==> src/adst_map.vh <==
`ifndef ADST_MAP_VH
`define ADST_MAP_VH

// ****************************************************************
// Register map
// ****************************************************************
`define ADST_ADDR_TEST_SEL      8'h0D
`define ADST_ADDR_SELF_CHECK    8'h0E
`define ADST_RESET_TEST_SEL     8'h00
`define ADST_RESET_BYTE         8'h00

// Output test register fields
`define ADST_TSEL_MODE_MSB      3
`define ADST_TSEL_MODE_LSB      0
`define ADST_TSEL_LONG_RST      4
`define ADST_TSEL_SHORT_RST     5

// Self-test register fields
`define ADST_SC_RUN_PASS        0
`define ADST_SC_PN_RESTART      2

// ****************************************************************
// Output test modes
// ****************************************************************
`define ADST_MODE_OFF           4'h0
`define ADST_MODE_MIDSCALE      4'h1
`define ADST_MODE_POS_FS        4'h2
`define ADST_MODE_NEG_FS        4'h3
`define ADST_MODE_CHECKER       4'h4
`define ADST_MODE_PN_LONG       4'h5
`define ADST_MODE_PN_SHORT      4'h6
`define ADST_MODE_WORD_TOGGLE   4'h7

`define ADST_PAT_MIDSCALE       8'h80
`define ADST_PAT_POS_FS         8'hFF
`define ADST_PAT_NEG_FS         8'h00
`define ADST_PAT_CHECK_A        8'h55
`define ADST_PAT_CHECK_B        8'hAA
`define ADST_PAT_ONES           8'hFF
`define ADST_PAT_ZEROS          8'h00

// ****************************************************************
// Pseudorandom generators
// ****************************************************************
`define ADST_SELF_PN_W          16
`define ADST_SELF_PN_TAPS       16'hB400
`define ADST_SELF_PN_SEED       16'hFFFF
`define ADST_LONG_PN_W          23
`define ADST_LONG_PN_TAPS       23'h420000
`define ADST_LONG_PN_SEED       23'h7FFFFF
`define ADST_SHORT_PN_W         9
`define ADST_SHORT_PN_TAPS      9'h110
`define ADST_SHORT_PN_SEED      9'h1FF

// ****************************************************************
// Self-test signature
// ****************************************************************
`define ADST_BIST_LAST          9'h1FF
`define ADST_CRC_INIT           16'hFFFF
`define ADST_CRC_POLY           16'h1021
`define ADST_SIG_EXPECT         16'h0000

// ****************************************************************
// Pipeline correction
// ****************************************************************
`define ADST_STAGES             7
`define ADST_CODE_W             16
`define ADST_FLASH_LSB          14
`define ADST_SAMPLE_MAX         9'h0FF

`endif

==> src/adst_pn_gen.v <==
`timescale 1ns/1ps
// Fibonacci LFSR; all-ones seed keeps it out of the lock-up state
module adst_pn_gen #(
    parameter WIDTH = 16,
    parameter [WIDTH-1:0] TAPS = 16'hB400,
    parameter [WIDTH-1:0] SEED = 16'hFFFF
) (
    input  wire             ref_clk,
    input  wire             arst_n,
    input  wire             clkEn,
    input  wire             step,
    input  wire             restart,
    output reg  [WIDTH-1:0] state_r
);

    wire feedback;

    assign feedback = ^(state_r & TAPS);

    always @(posedge ref_clk or negedge arst_n) begin
        if (!arst_n) begin
            state_r <= SEED;
        end else if (clkEn) begin
            if (restart) begin
                state_r <= SEED;
            end else if (step) begin
                state_r <= {state_r[WIDTH-2:0], feedback};
            end
        end
    end

endmodule

==> src/adst_core.v <==
`timescale 1ns/1ps
`include "adst_map.vh"
// Operation
// - High level on the output-disable pin floats both channel buses.
// - Power-down holds both output buses in high impedance.
// - Both channels advance together on the one encode clock.
// - Correction merges pipeline stage codes into one 8-bit sample per channel.
// - Self-test injects pseudorandom data at converter output into both channels.
// - CRC signature accumulates over the data at the datapath end.
// - Self-test runs exactly 512 unstalled cycles then stops by itself.
// - Matching signature sets bit 0 of the self-test register.
// - Mismatching signature clears bit 0 of the self-test register.
// - Outputs stay connected during self-test, showing the sequence.
// - Writing 0x05 starts self-test with run bit and generator restart.
// - Run bit takes the pass/fail result when self-test completes.
// - Start with restart bit clear continues the generator from its last state.
// - Without restart the signature differs, so pass/fail is meaningless.
// - Outside a self-test run, any output test mode replaces analog data with the selected pattern.
// - Some patterns pass through output formatting, others bypass it.
// - Bits 4 and 5 of the output test register reset pattern generators.
// - Test modes ignore the analog input but need the encode clock.
// - Output test register holds eight bits; self-test register keeps only bits 0 and 2.
module adst_core #(
    parameter [15:0] EXPECT_SIG = `ADST_SIG_EXPECT
) (
    input  wire        ref_clk,
    input  wire        arst_n,
    input  wire        clkEn,
    input  wire        outDisable,
    input  wire        powerDown,
    input  wire        fmtTwosComp,
    input  wire [15:0] stageCodeA,
    input  wire [15:0] stageCodeB,
    input  wire        regWrEn,
    input  wire        regRdEn,
    input  wire [7:0]  regAddr,
    input  wire [7:0]  regWrData,
    output reg  [7:0]  regRdData_r,
    output reg  [7:0]  chAData_r,
    output reg  [7:0]  chBData_r,
    output reg         chAOe_r,
    output reg         chBOe_r,
    output reg         outValid_r,
    input  wire        outReady,
    output reg         selfCheckBusy_r
);

    localparam [1:0] ST_IDLE = 2'b01;
    localparam [1:0] ST_RUN  = 2'b10;

    // ****************************************************************
    // Pin synchronisers
    // ****************************************************************
    reg  [2:0] pinMeta_r;
    reg  [2:0] pinSync_r;
    wire       oeBarS;
    wire       pwrDnS;
    wire       twosS;

    always @(posedge ref_clk or negedge arst_n) begin
        if (!arst_n) begin
            pinMeta_r <= 3'h0;
            pinSync_r <= 3'h0;
        end else if (clkEn) begin
            pinMeta_r <= {fmtTwosComp, powerDown, outDisable};
            pinSync_r <= pinMeta_r;
        end
    end

    assign oeBarS = pinSync_r[0];
    assign pwrDnS = pinSync_r[1];
    assign twosS  = pinSync_r[2];

    // ****************************************************************
    // Registers
    // ****************************************************************
    reg  [7:0] testSel_r;
    reg        pnRestart_r;
    reg        runPass_r;
    reg  [1:0] state_r;
    reg  [8:0] cycleCnt_r;
    reg  [15:0] crc_r;
    reg        inReady_r;
    wire       adv;
    wire       startReq;
    wire [3:0] mode;
    wire       wrSel;
    wire       wrCheck;

    // Whole datapath stalls on a full buffer so no word is dropped
    assign adv     = clkEn & inReady_r;
    assign wrSel   = regWrEn && (regAddr == `ADST_ADDR_TEST_SEL);
    assign wrCheck = regWrEn && (regAddr == `ADST_ADDR_SELF_CHECK);
    assign startReq = wrCheck && regWrData[`ADST_SC_RUN_PASS] && (state_r == ST_IDLE);
    assign mode    = testSel_r[`ADST_TSEL_MODE_MSB:`ADST_TSEL_MODE_LSB];

    always @(posedge ref_clk or negedge arst_n) begin
        if (!arst_n) begin
            testSel_r   <= `ADST_RESET_TEST_SEL;
            pnRestart_r <= 1'b0;
        end else if (clkEn) begin
            if (wrSel) begin
                testSel_r <= regWrData;
            end
            if (wrCheck) begin
                pnRestart_r <= regWrData[`ADST_SC_PN_RESTART];
            end
        end
    end

    always @(posedge ref_clk or negedge arst_n) begin
        if (!arst_n) begin
            regRdData_r <= `ADST_RESET_BYTE;
        end else if (clkEn && regRdEn) begin
            case (regAddr)
                `ADST_ADDR_TEST_SEL: begin
                    regRdData_r <= testSel_r;
                end
                `ADST_ADDR_SELF_CHECK: begin
                    regRdData_r <= {5'h00, pnRestart_r, 1'b0, runPass_r};
                end
                default: begin
                    regRdData_r <= `ADST_RESET_BYTE;
                end
            endcase
        end
    end

    // ****************************************************************
    // Pseudorandom sources
    // ****************************************************************
    wire [15:0] selfPn;
    wire [22:0] longPn;
    wire [8:0]  shortPn;
    wire        selfRestart;

    // Restart only when requested; otherwise the run resumes the old state
    assign selfRestart = startReq && regWrData[`ADST_SC_PN_RESTART];

    adst_pn_gen #(
        .WIDTH (`ADST_SELF_PN_W),
        .TAPS  (`ADST_SELF_PN_TAPS),
        .SEED  (`ADST_SELF_PN_SEED)
    ) uSelfPn (
        .ref_clk (ref_clk),
        .arst_n  (arst_n),
        .clkEn   (clkEn),
        .step    (adv && (state_r == ST_RUN)),
        .restart (selfRestart),
        .state_r (selfPn)
    );

    adst_pn_gen #(
        .WIDTH (`ADST_LONG_PN_W),
        .TAPS  (`ADST_LONG_PN_TAPS),
        .SEED  (`ADST_LONG_PN_SEED)
    ) uLongPn (
        .ref_clk (ref_clk),
        .arst_n  (arst_n),
        .clkEn   (clkEn),
        .step    (adv && (mode == `ADST_MODE_PN_LONG)),
        .restart (testSel_r[`ADST_TSEL_LONG_RST]),
        .state_r (longPn)
    );

    adst_pn_gen #(
        .WIDTH (`ADST_SHORT_PN_W),
        .TAPS  (`ADST_SHORT_PN_TAPS),
        .SEED  (`ADST_SHORT_PN_SEED)
    ) uShortPn (
        .ref_clk (ref_clk),
        .arst_n  (arst_n),
        .clkEn   (clkEn),
        .step    (adv && (mode == `ADST_MODE_PN_SHORT)),
        .restart (testSel_r[`ADST_TSEL_SHORT_RST]),
        .state_r (shortPn)
    );

    // ****************************************************************
    // Stage alignment and digital correction
    // ****************************************************************
    wire [31:0] codesIn;
    wire [27:0] aligned;
    reg  [15:0] corrected_r;

    assign codesIn = {stageCodeB, stageCodeA};

    genvar ch;
    genvar st;
    generate
        for (ch = 0; ch < 2; ch = ch + 1) begin : gChan
            for (st = 0; st < `ADST_STAGES; st = st + 1) begin : gStage
                // Earlier stages resolve earlier, so they wait longer
                reg  [2*(`ADST_STAGES-st)-1:0] dly_r;
                wire [2*(`ADST_STAGES-st)+1:0] dlyShift;
                assign dlyShift = {dly_r, codesIn[16*ch+2*st+1 -: 2]};
                always @(posedge ref_clk or negedge arst_n) begin
                    if (!arst_n) begin
                        dly_r <= {(2*(`ADST_STAGES-st)){1'b0}};
                    end else if (adv) begin
                        dly_r <= dlyShift[2*(`ADST_STAGES-st)-1:0];
                    end
                end
                assign aligned[14*ch+2*st+1 -: 2] = dly_r[2*(`ADST_STAGES-st)-1 -: 2];
            end

            // One bit of overlap per stage: shift each code by one less
            reg [8:0] sum;
            integer   k;
            always @* begin
                sum = {7'h00, codesIn[16*ch+`ADST_FLASH_LSB+1 -: 2]};
                for (k = 0; k < `ADST_STAGES; k = k + 1) begin
                    sum = sum + ({7'h00, aligned[14*ch+2*k+1 -: 2]} << (`ADST_STAGES - 1 - k));
                end
            end

            always @(posedge ref_clk or negedge arst_n) begin
                if (!arst_n) begin
                    corrected_r[8*ch+7 -: 8] <= 8'h00;
                end else if (adv) begin
                    // Overrange clamps instead of wrapping
                    if (sum > `ADST_SAMPLE_MAX) begin
                        corrected_r[8*ch+7 -: 8] <= 8'hFF;
                    end else begin
                        corrected_r[8*ch+7 -: 8] <= sum[7:0];
                    end
                end
            end
        end
    endgenerate

    // ****************************************************************
    // Source selection and output formatting
    // ****************************************************************
    reg        toggle_r;
    reg [15:0] srcWord;
    reg        doFormat;
    reg [15:0] pushWord;

    always @(posedge ref_clk or negedge arst_n) begin
        if (!arst_n) begin
            toggle_r <= 1'b0;
        end else if (adv) begin
            toggle_r <= ~toggle_r;
        end
    end

    // Analog codes are not read in any test mode
    always @* begin
        doFormat = 1'b1;
        srcWord  = corrected_r;
        if (state_r == ST_RUN) begin
            srcWord = selfPn;
        end else begin
            case (mode)
                `ADST_MODE_OFF: begin
                    srcWord = corrected_r;
                end
                `ADST_MODE_MIDSCALE: begin
                    srcWord = {2{`ADST_PAT_MIDSCALE}};
                end
                `ADST_MODE_POS_FS: begin
                    srcWord = {2{`ADST_PAT_POS_FS}};
                end
                `ADST_MODE_NEG_FS: begin
                    srcWord = {2{`ADST_PAT_NEG_FS}};
                end
                `ADST_MODE_CHECKER: begin
                    doFormat = 1'b0;
                    srcWord  = toggle_r ? {2{`ADST_PAT_CHECK_B}} : {2{`ADST_PAT_CHECK_A}};
                end
                `ADST_MODE_PN_LONG: begin
                    doFormat = 1'b0;
                    srcWord  = {2{longPn[7:0]}};
                end
                `ADST_MODE_PN_SHORT: begin
                    doFormat = 1'b0;
                    srcWord  = {2{shortPn[7:0]}};
                end
                `ADST_MODE_WORD_TOGGLE: begin
                    doFormat = 1'b0;
                    srcWord  = toggle_r ? {2{`ADST_PAT_ONES}} : {2{`ADST_PAT_ZEROS}};
                end
                default: begin
                    srcWord = corrected_r;
                end
            endcase
        end
        pushWord = srcWord;
        if (doFormat && twosS) begin
            pushWord = srcWord ^ 16'h8080;
        end
    end

    // ****************************************************************
    // Self-test sequencer and signature
    // ****************************************************************
    function [15:0] crcStep;
        input [15:0] crcIn;
        input [15:0] data;
        integer      b;
        reg   [15:0] c;
        begin
            c = crcIn;
            for (b = 15; b >= 0; b = b - 1) begin
                if (c[15] ^ data[b]) begin
                    c = {c[14:0], 1'b0} ^ `ADST_CRC_POLY;
                end else begin
                    c = {c[14:0], 1'b0};
                end
            end
            crcStep = c;
        end
    endfunction

    wire [15:0] crc_nxt;

    assign crc_nxt = crcStep(crc_r, pushWord);

    always @(posedge ref_clk or negedge arst_n) begin
        if (!arst_n) begin
            state_r         <= ST_IDLE;
            cycleCnt_r      <= 9'h000;
            crc_r           <= `ADST_CRC_INIT;
            runPass_r       <= 1'b0;
            selfCheckBusy_r <= 1'b0;
        end else if (clkEn) begin
            case (state_r)
                ST_IDLE: begin
                    if (startReq) begin
                        state_r         <= ST_RUN;
                        cycleCnt_r      <= 9'h000;
                        crc_r           <= `ADST_CRC_INIT;
                        runPass_r       <= 1'b1;
                        selfCheckBusy_r <= 1'b1;
                    end
                end
                ST_RUN: begin
                    if (adv) begin
                        crc_r      <= crc_nxt;
                        cycleCnt_r <= cycleCnt_r + 9'h001;
                        if (cycleCnt_r == `ADST_BIST_LAST) begin
                            state_r         <= ST_IDLE;
                            selfCheckBusy_r <= 1'b0;
                            // A resumed sequence fails here by design
                            runPass_r <= (crc_nxt == EXPECT_SIG);
                        end
                    end
                end
                default: begin
                    state_r <= ST_IDLE;
                end
            endcase
        end
    end

    // ****************************************************************
    // Two-entry output buffer and pin drive
    // ****************************************************************
    reg  [15:0] skid_r;
    reg         skidValid_r;
    wire        pop;

    assign pop = outValid_r & outReady;

    always @(posedge ref_clk or negedge arst_n) begin
        if (!arst_n) begin
            chAData_r   <= 8'h00;
            chBData_r   <= 8'h00;
            outValid_r  <= 1'b0;
            skid_r      <= 16'h0000;
            skidValid_r <= 1'b0;
            inReady_r   <= 1'b1;
        end else if (clkEn) begin
            if (pop && skidValid_r) begin
                {chBData_r, chAData_r} <= skid_r;
                skidValid_r            <= 1'b0;
                inReady_r              <= 1'b1;
            end else if (pop || !outValid_r) begin
                {chBData_r, chAData_r} <= pushWord;
                outValid_r             <= 1'b1;
            end else if (inReady_r) begin
                skid_r      <= pushWord;
                skidValid_r <= 1'b1;
                inReady_r   <= 1'b0;
            end
        end
    end

    // Self-test does not touch the enables
    always @(posedge ref_clk or negedge arst_n) begin
        if (!arst_n) begin
            chAOe_r <= 1'b0;
            chBOe_r <= 1'b0;
        end else if (clkEn) begin
            chAOe_r <= ~oeBarS & ~pwrDnS;
            chBOe_r <= ~oeBarS & ~pwrDnS;
        end
    end

endmodule

==> config.mk <==
export PLATFORM = sky130hd
export DESIGN_NAME = adst_core
export DESIGN_NICKNAME = d
export VERILOG_FILES = /design/src/adst_pn_gen.v /design/src/adst_core.v
export VERILOG_INCLUDE_DIRS = /design/src
export SDC_FILE = /design/constraint.sdc
export NUM_CORES = 1
export LEC_CHECK = 0
export ABC_AREA = 1
export BUFFER_PORTS_ARGS = -buffer_cell sky130_fd_sc_hd__buf_4
export CAP_MARGIN = 20
export CORE_ASPECT_RATIO = 0.7
export CORE_MARGIN = 5
export CORE_UTILIZATION = 55
export DETAILED_ROUTE_END_ITERATION = 8
export PLACE_DENSITY = 0.76
export SLEW_MARGIN = 5
export SYNTH_ARGS = -nofsm -noshare
export SYNTH_HDL_FRONTEND = slang
export SYNTH_HIERARCHICAL = 1
export SYNTH_SLANG_ARGS = --single-unit
==> constraint.sdc <==
create_clock -name ref_clk -period 2.25 [get_ports ref_clk]
set_input_delay 0.1125 -clock ref_clk [delete_from_list [all_inputs] [get_ports ref_clk]]
set_output_delay 0.1125 -clock ref_clk [all_outputs]
set_load 0.01 [all_outputs]
==> results.py, run 1 <==
metrics = {
    "outcome": {
        "outcome": "complete, but fails checks",
        "failed_checks": "negative setup slack",
    },
    "drt": {
        "dr.first_iter.drc_count": 1007,
        "vias": 11400,
        "routed_wl_um": 35000,
        "vias_per_cell": 5.24,
        "post-route-drc-count": 0,
        "ant_nets": 0,
        "post_drt_wl_per_cell_um": 16.1,
        "firstDrtPassIters": 5,
    },
    "timing": {
        "maxClockFrequency_mhz": 369,
        "fin_crit_sh_pct": 120,
        "setup_viol": 19,
        "fin_ws_ns": -0.459,
        "finClkSkew_ns": 0.0124,
        "fin_setup_tns_ns": -4.80,
        "rsz0062_at_grt": "yes",
        "slew-limit-headroom_pct": 52.5,
        "hold_violations": 0,
        "fin_crit_ns": 2.71,
        "worstMarginPinSlew_ns": 0.710,
        "maxSlewViolCount": 0,
    },
    "hold_path": {
        "hold_class": "input pin to flip-flop",
        "min_path_cells": 5,
        "hold_start": "regWrEn",
    },
    "logic_synthesis": {
        "synth.distinct_cells": 50,
        "synthFlopType": "dfrtp_1",
        "synth_edf_count": 0,
        "yosys_warnings": 6,
        "synthCells": 1573,
        "synthArstFlopShare_pct": 100,
        "synth_area_per_cell_um2": 8.21,
        "synth-seq-area-share_pct": 52.0,
        "ys_ff_latch": 265,
        "syn_area_mm2": 0.0129,
        "synth_fp_nets": 1662,
    },
    "setup_path": {
        "criticalPathCategory": "flip-flop to flip-flop",
        "critPathBufInv": 4,
        "setup.worst_path.start_class": "flip-flop",
        "critPathCaptureType": "flip-flop",
        "cp_common_cell": "nand2_4",
        "cpPeakStageDelay_ns": 0.46,
        "crit_path_max_fanout": 12,
        "startpoint": "testSel_r[2]",
        "crit_arrival_ns": 3.16,
        "r2r_cells": 23,
        "crit_family": "simple AND/OR/NAND/NOR gates",
        "cp.depth": 23,
        "cp_cell_sequence": "inv_2, nor2_4, buf_12, buf_6, nand3_2, nand2_2, nor2_4, nand3_2, nand2_2, nand2_1, nand2_2, inv_2, nand2_4, nand3_2, nand2_4, nand2_4, nand2_4, nand2_1, nor2_1, nand2_1, nor2_1, nand3_1, a21oi_2",
        "required_ns": 2.71,
        "r2r_start": "testSel_r[2]",
        "slowest_stage": "dfrtp_2",
    },
    "clocking": {
        "path_clk_slew_ns": 0.06,
        "numCtsBuffers": 26,
        "numClockSinks": 265,
        "htree_levels": 1,
        "clock_path_buffers": 3,
        "clk_latency_ns": 0.53,
        "cts_tree": "yes",
        "cts_root_buf": "clkbuf_16",
    },
    "cells_and_area": {
        "diodes": 0,
        "num-nets-final": 1937,
        "drive_gt1_share_pct": 31.7,
        "syn_to_final_growth_pct": 34.6,
    },
    "die": {
        "row_count": 46,
        "die_y_um": 138,
        "pin_count": 85,
        "fp.dieW_um": 193,
        "dieArea_mm2": 0.0267,
        "core_mm2": 0.0228,
        "initial_core_util_pct": 56.5,
    },
    "placed_design": {
        "dp_hpwl_um": 23100,
        "io_buffer_count": 84,
        "pre_cts_ws_ns": -0.547,
        "gp_congestion": 0.955,
    },
    "power_and_ir_drop": {
        "ir_worst_vdd_v": 0.000673,
        "leakagePower_uw": 0.00932,
        "p_sw_uw": 6520,
        "p_int_uw": 11600,
        "p_per_area_mw_per_mm2": 1040,
        "netSwitchingFraction_pct": 36.0,
        "p_comb_share_pct": 44.8,
        "power_uw": 18100,
        "power_frac_seq_pct": 30.8,
        "clockPowerShare_pct": 24.4,
    },
    "global_route": {
        "grt_max_degree": 129,
        "track_usage_pct": 25.6,
        "grt_pass1_wl_um": 56200,
        "grt-ovfl-total": 0,
        "grt_pass1_vias": 11000,
        "antenna_found_initial": 0,
    },
    "job": {
        "drv_cap": 0,
    },
}
==> metal layers <==
metal	part of all wire (%)	global-route usage (%)	vias to the layer above
li1	-	-	5540
met4	1.7	4.21	0
met3	8.0	5.61	47
met5	0	0	-
met2	43	37.8	362
met1	47	39.8	5467
==> Yosys cell counts (2+ instances only) <==
master / count / share of area [%]
fa_1: 4 / 0.62
buf_4: 6 / 0.35
a21oi_1: 37 / 1.4
nand3_1: 87 / 3.4
inv_1: 141 / 4.1
ha_1: 28 / 2.7
or2_2: 11 / 0.53
nand2_2: 27 / 1.3
a22oi_2: 9 / 0.87
dfstp_2: 66 / 13
o21ai_0: 89 / 3.5
nand4_1: 4 / 0.19
nand2_4: 3 / 0.26
dfrtp_1: 199 / 39
xnor2_1: 5 / 0.34
clkbuf_1: 35 / 1.0
inv_2: 8 / 0.23
clkinv_1: 2 / 0.058
a22oi_1: 9 / 0.52
nor3_1: 5 / 0.19
buf_1: 7 / 0.20
o22ai_1: 18 / 0.87
nand3_2: 4 / 0.31
o21a_1: 3 / 0.17
nor2_4: 4 / 0.35
nand3b_1: 7 / 0.41
o31ai_1: 3 / 0.17
nand2_1: 560 / 16
xor2_1: 12 / 0.81
mux2_2: 9 / 0.79
nor2_1: 149 / 4.3
nor4_1: 4 / 0.19
==> flip-flops by register name (all words and copies together), names as in the netlist, 2 cells and up <==
| signal | flops |
|---|---|
| gChan.gStage.dly_r | 112 |
| uLongPn/state_r | 23 |
| corrected_r | 16 |
| crc_r | 16 |
| skid_r | 16 |
| uSelfPn/state_r | 16 |
| cycleCnt_r | 9 |
| uShortPn/state_r | 9 |
| chAData_r | 8 |
| chBData_r | 8 |
| regRdData_r | 8 |
| testSel_r | 8 |
| pinMeta_r | 3 |
| pinSync_r | 3 |
| state_r | 2 |
==> stage by stage <==
stage,instances,hold slack (ns),area [µm²],utilization [%]
final,2180,0.0218,17400,76.0
after global routing,2180,0.0509,17400,76.0
after CTS,2164,0.0110,16900,74.1
after detailed placement,2047,0.0959,14800,64.8
after global placement,2047,0.0967,14800,64.8
after floorplan,1573,-0.183,12900,-
==> final timing paths <==
| kind | slack [ns] | end |
|---|---|---|
| max | -0.46 | runPass_r |
| min | 0.02 | pnRestart_r |
| max reg2reg | -0.46 | runPass_r |
| min reg2reg | 0.46 | chAOe_r |
| max in group asynchronous | 1.33 | gChan[0].gStage[4].dly_r[0] |
| min in group asynchronous | 0.14 | gChan[0].gStage[0].dly_r[11] |
==> kinds of logic (layout without fill, tap and decap cells) <==
group	after synthesis	in the layout	share of synthesized area, %
compound gates	178	178	8.30
xor+xnor	17	17	1.15
fa+ha+maj	32	32	3.33
buf+inv	202	497	6.19
flops	265	265	52.0
mux	9	9	0.785
simple gates	870	870	28.2
==> repair_timing <==
item	in CTS	in global routing
hold buffers	43	0
endpoints found under the hold margin	176	0
setup buffers	26	16
setup endpoints to repair	28	53
gates resized for setup	165	81
pin swaps	40	23
==> worst register-to-register path, cell delays in order, from the launching register on <==
cell and delay [ns]:
dfrtp_2 0.46, inv_2 0.10, nor2_4 0.05, buf_12 0.15
buf_6 0.11, nand3_2 0.05, nand2_2 0.06, nor2_4 0.13
nand3_2 0.14, nand2_2 0.11, nand2_1 0.06, nand2_2 0.10
inv_2 0.06, nand2_4 0.08, nand3_2 0.14, nand2_4 0.12
nand2_4 0.06, nand2_4 0.11, nand2_1 0.06, nor2_1 0.09
nand2_1 0.07, nor2_1 0.11, nand3_1 0.11, a21oi_2 0.12
==> placed cells by master, fill, tap and decap left out, types with 5 or more instances in the layout <==
cell and instances:
a21oi_1 30, a21oi_2 6, a22oi_1 7, a22oi_2 11, buf_12 8, buf_4 223, buf_6 23, clkbuf_1 8
clkbuf_16 28, clkbuf_8 5, dfrtp_1 195, dfstp_2 66, dlygate4sd3_1 43, ha_1 24, inv_1 134, inv_2 11
mux2_2 9, nand2_1 503, nand2_2 49, nand2_4 37, nand3_1 54, nand3_2 26, nand3_4 12, nand3b_1 7
nor2_1 134, nor2_2 8, nor2_4 12, o21ai_0 75, o21ai_1 10, o22ai_1 11, o22ai_2 6, or2_2 11
xor2_1 9
==> power groups by stage <==
stage | Sequential (µW) | Clock, µW | Combinational, µW
floorplan | 5610 | 0 | 2900
detailed placement | 5640 | 0 | 5590
CTS | 5570 | 4450 | 7030
global route | 5620 | 4670 | 8720
finish | 5580 | 4410 | 8110
global placement | 5620 | 0 | 5540
==> final cells by class <==
class	count	area [µm²]
multi-input cells	1106	6290
well taps	312	390
inverters	151	577
repair buffers	298	2540
clock buffers	41	800
clock inverters	7	66.3
flip-flops and latches	265	6720
fillers	1586	5470
(Power assumes the default switching activity.)
==> run 2: changes to the inputs <==
--- a/config.mk
+++ b/config.mk
@@ -14,6 +14,7 @@
 export CORE_UTILIZATION = 55
 export DETAILED_ROUTE_END_ITERATION = 8
 export PLACE_DENSITY = 0.76
+export SKIP_LAST_GASP = 1
 export SLEW_MARGIN = 5
 export SYNTH_ARGS = -nofsm -noshare
 export SYNTH_HDL_FRONTEND = slang
==> run 2 against run 1 <==
Against the previous run: the run still ends with negative setup slack left; clock power about the same; setup slack improved by 0.023 ns; critical path depth fell by 1; non-clock buffer count down 1; sequential cell count unchanged; core utilization increased by 0.28 points; die area is the same; register-to-register slack better by 0.02 ns; largest power group unchanged.
==> results.py, run 2 (same netlist as run 1, synthesis figures left out) <==
metrics = {
    "setup_path": {
        "cp_cell_sequence": "inv_2, nor2_4, buf_12, buf_6, nand3_2, nand2_1, inv_1, nand2_2, nand2_4, nand2_4, nand2_4, nand3_4, nand3_4, nand2_4, nand2_1, nand2_2, nand3_2, nand3_1, nand2_2, nor2_1, nand3_1, a21oi_2",
        "slowest_stage": "dfrtp_2",
        "r2r_start": "testSel_r[2]",
        "critPathCaptureType": "flip-flop",
        "startpoint": "testSel_r[2]",
        "crit_path_max_fanout": 6,
        "cp_common_cell": "nand2_4",
        "cpPeakStageDelay_ns": 0.44,
        "crit_arrival_ns": 3.14,
        "required_ns": 2.71,
        "criticalPathCategory": "flip-flop to flip-flop",
        "setup.worst_path.start_class": "flip-flop",
    },
    "die": {
        "die_y_um": 138,
        "dieArea_mm2": 0.0267,
        "initial_core_util_pct": 56.5,
        "row_count": 46,
        "core_mm2": 0.0228,
        "fp.dieW_um": 193,
        "pin_count": 85,
    },
    "cells_and_area": {
        "reg.largest.list": "gChan.gStage.dly_r (112), uLongPn/state_r (23)",
        "top_register": "gChan.gStage.dly_r",
        "stdcell_area_mm2": 0.0174,
        "instances_no_fill": 2179,
        "nFillCells": 1562,
        "final_util_pct": 76.3,
        "final_cell_mix": "497 x nand2_1, 231 x buf_4, 195 x dfrtp_1",
        "largest_reg_flops": 112,
        "diodes": 0,
        "num-nets-final": 1936,
        "drive_gt1_share_pct": 32.2,
        "syn_to_final_growth_pct": 35.1,
        "mostFrequentLayoutCell": "nand2_1",
    },
    "power_and_ir_drop": {
        "ir_worst_vdd_v": 0.000614,
        "leakagePower_uw": 0.00931,
        "power_uw": 18200,
        "p_per_area_mw_per_mm2": 1040,
    },
    "placed_design": {
        "gp_congestion": 0.955,
        "placed_cells": 2047,
        "place_area_mm2": 0.0148,
        "dp_hpwl_um": 23100,
        "io_buffer_count": 84,
    },
    "timing": {
        "fin_ws_ns": -0.436,
        "timing.hold.ws_ns": 0.0197,
        "fin_crit_sh_pct": 119,
        "maxSlewViolCount": 0,
        "rsz0062_at_grt": "yes",
        "setup_viol": 18,
        "hold_violations": 0,
        "finClkSkew_ns": 0.0136,
        "slew-limit-headroom_pct": 54.1,
        "maxClockFrequency_mhz": 372,
        "worstMarginPinSlew_ns": 0.686,
        "fin_crit_ns": 2.69,
    },
    "drt": {
        "firstDrtPassIters": 8,
        "post-route-drc-count": 0,
        "ant_nets": 0,
        "vias": 11400,
        "post_drt_wl_per_cell_um": 16.2,
        "routed_wl_um": 35300,
        "dr.first_iter.drc_count": 1006,
        "vias_per_cell": 5.21,
    },
    "clocking": {
        "htree_levels": 1,
        "numCtsBuffers": 26,
        "clock_path_buffers": 3,
        "cts_tree": "yes",
        "clk_latency_ns": 0.53,
        "path_clk_slew_ns": 0.06,
        "numClockSinks": 265,
        "cts_root_buf": "clkbuf_16",
    },
    "global_route": {
        "grt_pass1_wl_um": 55900,
        "grt_max_degree": 129,
        "grt-ovfl-total": 0,
        "grt_pass1_vias": 11000,
        "track_usage_pct": 25.5,
        "antenna_found_initial": 0,
    },
    "hold_path": {
        "hold_start": "regWrEn",
        "hold_class": "input pin to flip-flop",
    },
    "job": {
        "drv_cap": 0,
    },
    "outcome": {
        "failed_checks": "negative setup slack",
        "outcome": "complete, but fails checks",
    },
}
run 2: path summary, 6_finish.rpt:
path                                                      to  slack (ns)  cells past startpoint
worst min register to register   gChan[0].gStage[0].dly_r[5]        0.46                      2
min in group asynchronous       gChan[0].gStage[0].dly_r[11]        0.14                      2
worst min-delay path                             pnRestart_r        0.02                      5
worst max register to register                     runPass_r       -0.44                     22
worst max-delay path                               runPass_r       -0.44                     22
max in group asynchronous        gChan[0].gStage[4].dly_r[0]        1.33                      3
run 2: area by class of cell:
cell class | instances | area (µm²) | share of cell area (%)
multi-input combinational | 1106 | 6380 | 36.6
sequential | 265 | 6720 | 38.5
clock buffer | 41 | 800 | 4.58
tap | 312 | 390 | 2.24
inverter | 151 | 577 | 3.31
clock inverter | 7 | 66.3 | 0.380
timing repair buffer | 297 | 2510 | 14.4
run 2: routing by layer:
layer	global-route usage (%)	vias up	routed length, µm
met3	5.71	43	2410
met2	37.4	343	15400
li1	-	5530	-
met4	4.21	0	578
met1	39.7	5442	16900
met5	0	-	0
run 2: worst max-delay path, delay by kind of cell (launching register included):
family / cells / cell delay, ns
AND/OR/NAND/NOR: 17 / 1.69
flip-flops: 1 / 0.44
buffers and inverters: 4 / 0.35
AO/OA/AOI/OAI: 1 / 0.12
run 2: metrics by stage:
stage,worst slack [ns],TNS (ns)
floorplan,0.00547,0
global placement,-0.469,-5.27
detailed placement,-0.547,-7.21
CTS,-0.356,-3.91
global route,-0.632,-8.26
finish,-0.436,-5.13
run 2: power by group:
part / total (µW) / switching (µW) / internal [µW]
Clock: 4420 / 1860 / 2560
Sequential: 5580 / 296 / 5280
Combinational: 8170 / 4440 / 3720
run 2: timing repair:
action,4_1_cts,5_1_grt
setup endpoints to repair,28,53
pin swaps,39,30
cloned,0,1
hold buffers,43,0
hold endpoints to repair,176,0
buffers inserted,26,18
gates resized for setup,143,108
==> run 3: changes to the inputs <==
--- a/config.mk
+++ b/config.mk
@@ -14,6 +14,7 @@
 export CORE_UTILIZATION = 55
 export DETAILED_ROUTE_END_ITERATION = 8
 export PLACE_DENSITY = 0.76
+export REMOVE_ABC_BUFFERS = 1
 export SKIP_LAST_GASP = 1
 export SLEW_MARGIN = 5
 export SYNTH_ARGS = -nofsm -noshare
==> run 3 against run 2 <==
Against the previous run: the flow still finishes with violations (negative setup slack); final area fell by 0.83%; critical path depth fell by 1; die area did not move; clock skew fell by 0.0023 ns; wire length fell by 0.99%; first-iteration DRC count rose by 1.9%.
==> results.py, run 3 (same netlist as run 1, synthesis figures left out) <==
metrics = {
    "outcome": {
        "outcome": "complete, but fails checks",
        "failed_checks": "negative setup slack",
    },
    "cells_and_area": {
        "top_register": "gChan.gStage.dly_r",
        "syn_to_final_growth_pct": 34.0,
        "multiInputGateArea_mm2": 0.00624,
        "num-nets-final": 1936,
        "mostFrequentLayoutCell": "nand2_1",
        "regArea_mm2": 0.00672,
        "nFillCells": 1535,
        "final_cell_mix": "500 x nand2_1, 228 x buf_4, 195 x dfrtp_1",
        "largest_reg_flops": 112,
        "drive_gt1_share_pct": 32.5,
        "reg.largest.list": "gChan.gStage.dly_r (112), uLongPn/state_r (23)",
        "stdcell_area_mm2": 0.0173,
        "diodes": 0,
    },
    "drt": {
        "firstDrtPassIters": 5,
        "post_drt_wl_per_cell_um": 16.0,
        "vias_per_cell": 5.25,
        "dr.first_iter.drc_count": 1025,
        "ant_nets": 0,
        "vias": 11400,
        "routed_wl_um": 34900,
        "post-route-drc-count": 0,
    },
    "setup_path": {
        "setup.worst_path.start_class": "flip-flop",
        "criticalPathCategory": "flip-flop to flip-flop",
        "rrSetupSlack_ns": -0.37,
        "required_ns": 2.72,
        "crit_path_max_fanout": 7,
        "crit_arrival_ns": 3.09,
        "critPathCaptureType": "flip-flop",
    },
    "placed_design": {
        "gp_congestion": 0.973,
        "dp_hpwl_um": 23000,
        "io_buffer_count": 84,
        "place_area_mm2": 0.0147,
    },
    "hold_path": {
        "hold_class": "input pin to flip-flop",
    },
    "clocking": {
        "htree_levels": 1,
        "clock_path_buffers": 3,
        "numClockSinks": 265,
        "cts_root_buf": "clkbuf_16",
        "cts_tree": "yes",
        "numCtsBuffers": 26,
        "clk_latency_ns": 0.53,
        "path_clk_slew_ns": 0.07,
    },
    "timing": {
        "slew-limit-headroom_pct": 57.1,
        "maxClockFrequency_mhz": 382,
        "setup_viol": 20,
        "worstMarginPinSlew_ns": 0.642,
        "rsz0062_at_grt": "yes",
        "maxSlewViolCount": 0,
        "hold_violations": 0,
        "fin_ws_ns": -0.367,
        "finClkSkew_ns": 0.0113,
        "fin_crit_ns": 2.62,
        "fin_crit_sh_pct": 116,
    },
    "global_route": {
        "grt_max_degree": 83,
        "grt_pass1_vias": 10900,
        "grt-ovfl-total": 0,
        "grt_pass1_wl_um": 56400,
        "antenna_found_initial": 0,
        "track_usage_pct": 25.8,
    },
    "die": {
        "dieArea_mm2": 0.0267,
        "pin_count": 85,
        "row_count": 46,
        "fp.dieW_um": 193,
        "core_mm2": 0.0228,
        "die_y_um": 138,
        "initial_core_util_pct": 56.5,
    },
    "power_and_ir_drop": {
        "ir_worst_vdd_v": 0.000694,
        "p_per_area_mw_per_mm2": 1030,
        "power_uw": 17800,
        "leakagePower_uw": 0.00927,
    },
    "job": {
        "drv_cap": 0,
    },
}
==> run 3: changes by cell type in the layout (fill, tap and decap cells not counted), sizes merged <==
cell	before	now
clkinv	7	8
inv	149	150
dlygate4sd3	43	46
bufinv	1	2
buf	253	249
clkinvlp	1	2
nor2	154	155
clkbuf	42	38
==> run 3: critical path: stages, from the launching register on <==
cell and delay (ns):
dfrtp_2 0.47, inv_4 0.07, nor2_4 0.18, buf_6 0.17
nand3_2 0.07, nand2_1 0.09, inv_1 0.06, nand2_2 0.10
nand2_4 0.09, nand2_4 0.10, nand2_4 0.08, nand3_4 0.09
nand3_4 0.12, nand2_4 0.10, nand2_1 0.07, nand2_2 0.12
nand3_2 0.09, nand3_1 0.09, nand2_1 0.07, nor2_1 0.09
nand3_1 0.10, a21oi_2 0.14
==> run 3: routing by layer <==
layer	routed length (µm)	global-route usage [%]
met5	0	0
met3	2910	4.78
met4	559	5.33
met1	16400	40.2
met2	15100	38.0
==> run 3: worst paths after layout <==
check,cells past startpoint,end,start
setup / recovery,21,runPass_r,testSel_r[2]
hold / removal,4,regRdData_r[1],regAddr[1]
setup reg to reg,21,runPass_r,testSel_r[2]
hold reg to reg,1,chAOe_r,pinSync_r[1]
max in group asynchronous,3,gChan[1].gStage[2].dly_r[2],arst_n
min in group asynchronous,2,gChan[1].gStage[0].dly_r[5],arst_n
==> run 3: layout make-up <==
cell class,instances,share of cell area (%)
sequential,265,38.8
multi-input combinational,1107,36.1
timing repair buffer,296,14.4
clock buffer,37,4.41
inverter,151,3.33
tap,312,2.26
clock inverter,11,0.658
==> run 3: power breakdown <==
part	switching, µW	leakage (µW)	total, µW	internal (µW)
clock	1870	0.000431	4460	2600
combinational	4210	0.00549	7780	3560
sequential	299	0.00335	5580	5290
total	6380	0.00927	17800	11400
==> run 3: timing repair <==
action | CTS | global route
hold endpoints to repair | 237 | 0
gates resized for setup | 181 | 60
setup endpoints to repair | 30 | 53
hold buffers | 46 | 0
buffers inserted | 36 | 13
cloned | 1 | 1
pin swaps | 58 | 45
==> run 3: per-stage QoR <==
stage                     utilization [%]  worst slack, ns  std cells  hold WS (ns)  setup TNS (ns)
final                                75.7           -0.367       2179        0.0754           -3.92
after global routing                 75.7           -0.565       2179        0.0982           -7.17
after CTS                            74.3           -0.273       2170        0.0642           -2.76
after detailed placement             64.3           -0.558       2039        0.0863           -6.33
after global placement               64.3           -0.523       2039        0.0857           -4.64
after floorplan                         -            -3.78       1522        -0.183         -467.19
